### src/logic/sdb_pkg.sv
// Purpose: Shared constants and carrier types for the frame threshold and
//          descriptor table base register set.
// Assumes: AHB-Lite slave with 32-bit data, one clock, synchronous reset.
// Notes:   Offsets are byte addresses within a 4 KB decode window.
package sdb_pkg;

  // ----------------------------------------------------------------------
  // Bus encodings
  // ----------------------------------------------------------------------
  localparam logic [1:0] SDB_HTRANS_IDLE = 2'h0;
  localparam logic [1:0] SDB_HTRANS_NONSEQ = 2'h2;
  localparam logic SDB_HRESP_OKAY = 1'h0;
  localparam logic [2:0] SDB_HSIZE_BYTE = 3'h0;
  localparam logic [2:0] SDB_HSIZE_HALF = 3'h1;
  localparam int SDB_DEC_W = 12;

  // ----------------------------------------------------------------------
  // Register map
  // ----------------------------------------------------------------------
  localparam logic [11:0] SDB_OFS_SOF_THRESHOLD = 12'h000;
  localparam logic [11:0] SDB_OFS_BASE_PAGE_LOW = 12'h004;
  localparam logic [11:0] SDB_OFS_BASE_PAGE_MID = 12'h008;
  localparam logic [11:0] SDB_OFS_BASE_PAGE_HIGH = 12'h00C;

  // ----------------------------------------------------------------------
  // Field layout
  // ----------------------------------------------------------------------
  localparam int SDB_THR_W = 8;
  localparam int SDB_LOW_W = 7;
  localparam int SDB_LOW_LSB = 1;
  localparam int SDB_MID_W = 8;
  localparam int SDB_HIGH_W = 8;
  localparam int SDB_ALIGN_W = 9;
  localparam int SDB_ADDR_W = 32;

  // ----------------------------------------------------------------------
  // Reset values
  // ----------------------------------------------------------------------
  localparam logic [7:0] SDB_THR_RST = 8'h00;
  localparam logic [6:0] SDB_LOW_RST = 7'h00;
  localparam logic [7:0] SDB_MID_RST = 8'h00;
  localparam logic [7:0] SDB_HIGH_RST = 8'h00;

  // Threshold codes software is expected to use per largest packet size
  localparam logic [7:0] SDB_THR_PKT64 = 8'h4A;
  localparam logic [7:0] SDB_THR_PKT32 = 8'h2A;
  localparam logic [7:0] SDB_THR_PKT16 = 8'h1A;
  localparam logic [7:0] SDB_THR_PKT8 = 8'h12;

  typedef enum logic [2:0] {
    SDB_SEL_THR,
    SDB_SEL_LOW,
    SDB_SEL_MID,
    SDB_SEL_HIGH,
    SDB_SEL_NONE
  } sdb_sel_t;

  // ----------------------------------------------------------------------
  // Carriers
  // ----------------------------------------------------------------------
  typedef struct packed {
    logic hsel;
    logic [31:0] haddr;
    logic [1:0] htrans;
    logic hwrite;
    logic [2:0] hsize;
    logic [31:0] hwdata;
    logic hready;
  } sdb_ahb_req_t;

  typedef struct packed {
    logic [31:0] hrdata;
    logic hreadyout;
    logic hresp;
  } sdb_ahb_rsp_t;

  typedef struct packed {
    logic valid;
    logic [SDB_ALIGN_W-1:0] offset;
  } sdb_desc_req_t;

  typedef struct packed {
    logic valid;
    logic [SDB_ADDR_W-1:0] addr;
  } sdb_desc_rsp_t;

endpackage

### src/logic/sdb_regs.sv
// Purpose: Frame threshold register and three-part descriptor table base
//          pointer, with descriptor address formation for the transfer engine.
// Assumes: Single clock, synchronous active-high reset, zero-wait AHB-Lite.
// Notes:   Read data is taken from next-state values so a read right after a
//          write to the same register returns the new value.
`timescale 1ns/1ps

// Summary of operation
// - Eight-bit threshold field, read/write, resets zero.
// - Bits 31 to 8 read zero, ignore writes.
// - Low page bits 7-1 give base 15-9.
// - Low page bit 0 always reads zero.
// - Mid page bits 7-0 give base 23-16.
// - High page bits 7-0 give base 31-24.
// - Base is 512-byte aligned, low nine zero.
// - Assembled base locates descriptor table in memory.
module sdb_regs
  import sdb_pkg::*;
(
  input wire logic clk,
  input wire logic rst,
  input wire sdb_ahb_req_t ahb_req,
  output sdb_ahb_rsp_t ahb_rsp,
  input wire sdb_desc_req_t desc_req,
  output sdb_desc_rsp_t desc_rsp,
  output logic [SDB_THR_W-1:0] frame_threshold_count,
  output logic [SDB_ADDR_W-1:0] buffer_descriptor_table
);

  // ----------------------------------------------------------------------
  // State
  // ----------------------------------------------------------------------
  typedef struct packed {
    logic [SDB_THR_W-1:0] thr;
    logic [SDB_LOW_W-1:0] table_base_low_bits;
    logic [SDB_MID_W-1:0] table_base_mid_bits;
    logic [SDB_HIGH_W-1:0] table_base_high_bits;
    logic wr_pend;
    sdb_sel_t wr_sel;
    logic [31:0] hrdata;
    logic desc_valid;
    logic [SDB_ADDR_W-1:0] desc_addr;
  } sdb_state_t;

  sdb_state_t state_reg;
  sdb_state_t state_next;

  // ----------------------------------------------------------------------
  // Decoding
  // ----------------------------------------------------------------------
  function automatic sdb_sel_t decode_sel(input logic [31:0] addr);
    sdb_sel_t sel;
    sel = SDB_SEL_NONE;
    if (addr[31:SDB_DEC_W] == '0) begin
      case (addr[SDB_DEC_W-1:0])
        SDB_OFS_SOF_THRESHOLD: sel = SDB_SEL_THR;
        SDB_OFS_BASE_PAGE_LOW: sel = SDB_SEL_LOW;
        SDB_OFS_BASE_PAGE_MID: sel = SDB_SEL_MID;
        SDB_OFS_BASE_PAGE_HIGH: sel = SDB_SEL_HIGH;
        default: sel = SDB_SEL_NONE;
      endcase
    end
    return sel;
  endfunction

  // Narrow accesses only reach the fields when they cover byte lane 0
  function automatic logic lane0_hit(input logic [2:0] size,
                                     input logic [1:0] lo);
    logic hit;
    hit = 1'b1;
    if (size == SDB_HSIZE_BYTE || size == SDB_HSIZE_HALF) begin
      hit = (lo == 2'h0);
    end
    return hit;
  endfunction

  function automatic logic [31:0] read_word(input sdb_sel_t sel,
                                            input sdb_state_t s);
    logic [31:0] w;
    w = 32'h0000_0000;
    case (sel)
      SDB_SEL_THR: w[SDB_THR_W-1:0] = s.thr;
      SDB_SEL_LOW: w[SDB_LOW_LSB +: SDB_LOW_W] = s.table_base_low_bits;
      SDB_SEL_MID: w[SDB_MID_W-1:0] = s.table_base_mid_bits;
      SDB_SEL_HIGH: w[SDB_HIGH_W-1:0] = s.table_base_high_bits;
      default: w = 32'h0000_0000;
    endcase
    return w;
  endfunction

  // ----------------------------------------------------------------------
  // Next state
  // ----------------------------------------------------------------------
  logic addr_phase;
  sdb_sel_t addr_sel;
  logic [SDB_ADDR_W-1:0] table_base;

  always_comb begin
    state_next = state_reg;
    addr_sel = decode_sel(ahb_req.haddr);
    addr_phase = ahb_req.hsel && ahb_req.hready && ahb_req.htrans[1];

    // Data phase of a write: only the implemented bits are kept
    if (state_reg.wr_pend) begin
      case (state_reg.wr_sel)
        SDB_SEL_THR: state_next.thr = ahb_req.hwdata[SDB_THR_W-1:0];
        SDB_SEL_LOW: begin
          state_next.table_base_low_bits =
            ahb_req.hwdata[SDB_LOW_LSB +: SDB_LOW_W];
        end
        SDB_SEL_MID: begin
          state_next.table_base_mid_bits = ahb_req.hwdata[SDB_MID_W-1:0];
        end
        SDB_SEL_HIGH: begin
          state_next.table_base_high_bits = ahb_req.hwdata[SDB_HIGH_W-1:0];
        end
        default: state_next.thr = state_reg.thr;
      endcase
    end

    // Address phase: capture writes, prepare read data from the updated copy
    state_next.wr_pend = 1'b0;
    state_next.wr_sel = SDB_SEL_NONE;
    if (addr_phase) begin
      if (ahb_req.hwrite) begin
        state_next.wr_pend = lane0_hit(ahb_req.hsize, ahb_req.haddr[1:0]);
        state_next.wr_sel = addr_sel;
      end else begin
        state_next.hrdata = read_word(addr_sel, state_next);
      end
    end

    // Descriptor addresses always use the live pointer fields
    table_base = {state_reg.table_base_high_bits,
                  state_reg.table_base_mid_bits,
                  state_reg.table_base_low_bits,
                  {SDB_ALIGN_W{1'b0}}};
    state_next.desc_valid = desc_req.valid;
    if (desc_req.valid) begin
      state_next.desc_addr = table_base | {{(SDB_ADDR_W-SDB_ALIGN_W){1'b0}},
                                           desc_req.offset};
    end
  end

  // ----------------------------------------------------------------------
  // Registers
  // ----------------------------------------------------------------------
  always_ff @(posedge clk) begin
    if (rst) begin
      state_reg.thr <= SDB_THR_RST;
      state_reg.table_base_low_bits <= SDB_LOW_RST;
      state_reg.table_base_mid_bits <= SDB_MID_RST;
      state_reg.table_base_high_bits <= SDB_HIGH_RST;
      state_reg.wr_pend <= 1'b0;
      state_reg.wr_sel <= SDB_SEL_NONE;
      state_reg.hrdata <= 32'h0000_0000;
      state_reg.desc_valid <= 1'b0;
      state_reg.desc_addr <= 32'h0000_0000;
    end else begin
      state_reg <= state_next;
    end
  end

  // ----------------------------------------------------------------------
  // Outputs
  // ----------------------------------------------------------------------
  // Zero-wait slave: every access completes in its first data-phase cycle
  assign ahb_rsp.hreadyout = 1'b1;
  assign ahb_rsp.hresp = SDB_HRESP_OKAY;
  assign ahb_rsp.hrdata = state_reg.hrdata;
  assign desc_rsp.valid = state_reg.desc_valid;
  assign desc_rsp.addr = state_reg.desc_addr;
  assign frame_threshold_count = state_reg.thr;
  assign buffer_descriptor_table = {state_reg.table_base_high_bits,
                                    state_reg.table_base_mid_bits,
                                    state_reg.table_base_low_bits,
                                    {SDB_ALIGN_W{1'b0}}};

endmodule

### config.mk
export PLATFORM = sky130hd
export DESIGN_NAME = sdb_regs
export DESIGN_NICKNAME = d
export VERILOG_FILES = /design/src/logic/sdb_pkg.sv /design/src/logic/sdb_regs.sv
export SDC_FILE = /design/constraint.sdc
export NUM_CORES = 1
export LEC_CHECK = 0
export BUFFER_PORTS_ARGS = -buffer_cell sky130_fd_sc_hd__buf_2
export CAP_MARGIN = 15
export CELL_PAD_IN_SITES_DETAIL_PLACEMENT = 1
export CELL_PAD_IN_SITES_GLOBAL_PLACEMENT = 1
export CORE_UTILIZATION = 30
export CTS_CLUSTER_SIZE = 30
export DETAILED_ROUTE_END_ITERATION = 8
export GPL_ROUTABILITY_DRIVEN = 0
export PLACE_DENSITY_LB_ADDON = 0.15
export SLEW_MARGIN = 20
export SYNTH_ARGS = -nofsm -noshare
export SYNTH_HDL_FRONTEND = slang
export SYNTH_SLANG_ARGS = --single-unit
### constraint.sdc
create_clock -name clk -period 1.7 [get_ports clk]
set_input_delay 0.085 -clock clk [delete_from_list [all_inputs] [get_ports clk]]
set_output_delay 0.085 -clock clk [all_outputs]
set_load 0.01 [all_outputs]
==> results.yml <==
floorplanning:
  start_util: 0.307
  die-area_sq_um: 13400
  fp.dieW_um: 116
  fp.dieH_um: 116
  num_io_pins: 191
  coreArea_sq_um: 12600
  rows: 41
logic_synthesis:
  ys_seq_area_frac: 0.393
  synth_top_area_cell: "dfxtp_1"
  synth_edf_count: 0
  synth_cells: 437
  synth_area_sq_um: 3870
  avgSynthCellArea_sq_um: 8.86
  synth_seq_cells: 76
  yosys_warnings: 0
  synth_top_area_share: 0.393
  yosys-top-cells-area: "dfxtp_1 (39%), buf_4 (21%), mux2i_1 (13%), nor2_1 (5.2%), nand2_1 (4.0%)"
  yosysUniqueCellTypes: 40
  synthArstFlopShare: 0
  ys.flop_type: "dfxtp_1"
clock_network:
  clk_path_buf_depth: 2
  clk_latency_ps: 340
  cts_tree: "done"
  cts.sinks: 76
  cts_root_buf: "clkbuf_16"
  ctsHtreeMaxLevel: 3
  path_clk_slew_ps: 60
  cts_made_buffers: 9
sta:
  hold_viol: 0
  worst_slack_ps: 117
  post-route-period-util: 0.931
  fin_setup_tns_ps: 0
  fin_skew_ps: 4.63
  setup_viol_count_final: 0
  relSlewSlack: 0.532
  tightest_slew_ps: 703
  period_needed_ps: 1580
  drv_slew: 0
  max_freq_mhz: 632
drt:
  routedLengthMet1_um: 4360
  met3WireLength_um: 681
  drtIter0Drc: 113
  first_pass_iters: 6
  dr.max_layer_used: "met4"
  wirelength_um: 10100
  route.detailed.drc: 0
  met2_length_um: 4830
  vias: 3036
  ant_nets: 0
  wl_per_cell_um: 14.7
  via_per_inst: 4.45
power_and_ir_drop:
  combPwrFrac: 0.081
  switching_power_w: 0.000912
  internal_power_w: 0.00303
  p_seq_frac: 0.457
  p_sw_frac: 0.231
  clockPowerShare: 0.462
  ir_worst_vdd_mv: 0.522
  power_density_nw_per_um2: 876
  p_leak_nw: 2.14
global_route:
  antenna_found_initial: 0
  grt_max_degree: 65
  grt_overflow_total: 0
  grt_pass1_vias: 2998
  grt.total_usage: 0.159
  grt_pass1_wl_um: 15800
place:
  dpl.hpwl_um: 7420
  pre_cts_ws_ps: 19.1
  numPortBuffers: 129
cells_and_area:
  multi_input_area_sq_um: 1590
  drive_gt1_frac: 0.331
  n_antenna_cell: 0
  seqCellArea_sq_um: 1530
  final_nets: 590
  largest_register_ffs: 33
  nFillCells: 1565
  area_delta_synth_final_pct: 16.4
outcome:
  status: "finished, final reports clean"
setup_path:
  cp.required_ps: 1910
  worstPathCellList: "and4bb_2, buf_4, mux2i_1, mux2i_1, a21oi_1, o21ai_1"
  startpoint_type: "flip-flop"
  cp_max_fo: 7
  arrival_ps: 1800
  worstSetupEndpointType: "flip-flop"
  critPathKind: "flip-flop to flip-flop"
  path_common_cell: "mux2i_1"
  cpMaxStageDelayCell: "dfxtp_2"
  slowest_delay_ps: 360
job:
  max_cap_violations: 0
hold_path:
  hold_path_class: "primary input to flip-flop"
## layout make-up
type	count	area share
tap	172	0.0478
inverter	1	0.000834
timing repair buffer	153	0.196
clock buffer	15	0.0617
multi-input combinational	265	0.353
clock inverter	1	0.00111
sequential	76	0.339
## cells by family after synthesis
family | Yosys count | share of synthesized area
flip-flops | 76 | 0.393
other | 2 | 0.00194
AND/OR/NAND/NOR | 130 | 0.156
AO/OA/AOI/OAI | 48 | 0.0818
buffers and inverters | 129 | 0.233
multiplexers | 51 | 0.132
XOR/XNOR | 1 | 0.00226
## worst max-delay path: cells and delay by family, from the launching register on
kind                   cells  cell delay [ps]
AND/OR/NAND/NOR            1              350
multiplexers               2              350
flip-flops                 1              360
AO/OA/AOI/OAI              2              230
buffers and inverters      1              160
## what timing repair did
item / 4_1_cts / 5_1_grt
hold endpoints to repair: 8 / 0
gates resized for setup: 0 / 8
hold buffers: 8 / 0
buffers inserted: 0 / 3
setup endpoints to repair: 0 / 8
## cells in the final DEF (no fill, tap or decap), types with 6 or more instances in the layout
cell type,count
conb_1,35
nand2_1,41
o21ai_1,6
nor3_1,6
nor2_1,54
nor4_1,7
dlygate4sd3_1,8
clkbuf_16,9
buf_2,129
mux2i_1,49
dfxtp_1,72
a21oi_1,16
buf_4,13
## worst paths after layout
check                                               from                       end  slack (ps)  cells past startpoint
worst max register to register  state_reg[65]$_SDFF_PP0_   ahb_rsp[2]$_SDFFE_PP0P_         120                      6
worst max-delay path            state_reg[65]$_SDFF_PP0_   ahb_rsp[2]$_SDFFE_PP0P_         120                      6
worst min register to register   ahb_rsp[2]$_SDFFE_PP0P_   ahb_rsp[2]$_SDFFE_PP0P_         450                      2
worst min-delay path                         ahb_req[36]  state_reg[68]$_SDFF_PP0_          10                      2
## through the flow
step | utilization | hold slack [ps] | instances | area (sq um) | total power, W
final | 0.357 | 9.83 | 683 | 4500 | 0.00395
after global routing | 0.357 | 15.9 | 683 | 4500 | 0.00414
after CTS | 0.353 | 1.30 | 680 | 4450 | 0.00402
after detailed placement | 0.324 | 331 | 656 | 4090 | 0.00215
after global placement | 0.324 | 324 | 656 | 4090 | 0.00214
after floorplan | - | 216 | 470 | 3990 | 0.00208
## cell usage after synthesis, types with 3 or more instances
cell,n
nor2_1,54
and2_1,3
nand2_1,41
mux2i_1,51
clkbuf_1,11
o21ai_1,6
nor3_1,6
nor4_1,7
buf_2,7
o22ai_1,5
o21bai_1,5
o22a_1,5
nand3_1,3
a21oi_1,16
buf_4,107
dfxtp_1,76
o221ai_1,5
## layer usage
| metal | vias up | GRT usage |
|---|---|---|
| met5 | - | 0 |
| met4 | 0 | 0.0675 |
| met3 | 15 | 0.0450 |
| met2 | 122 | 0.268 |
| met1 | 1430 | 0.188 |
| li1 | 1469 | - |
## power by group through the flow
stage	clock network, W	logic, W	registers, W
global placement	0	0.000303	0.00184
CTS	0.00189	0.000321	0.00180
floorplan	0	0.000244	0.00184
finish	0.00182	0.000321	0.00180
detailed placement	0	0.000307	0.00184
global route	0.00198	0.000353	0.00180
Power figures use the tool's default switching activity.
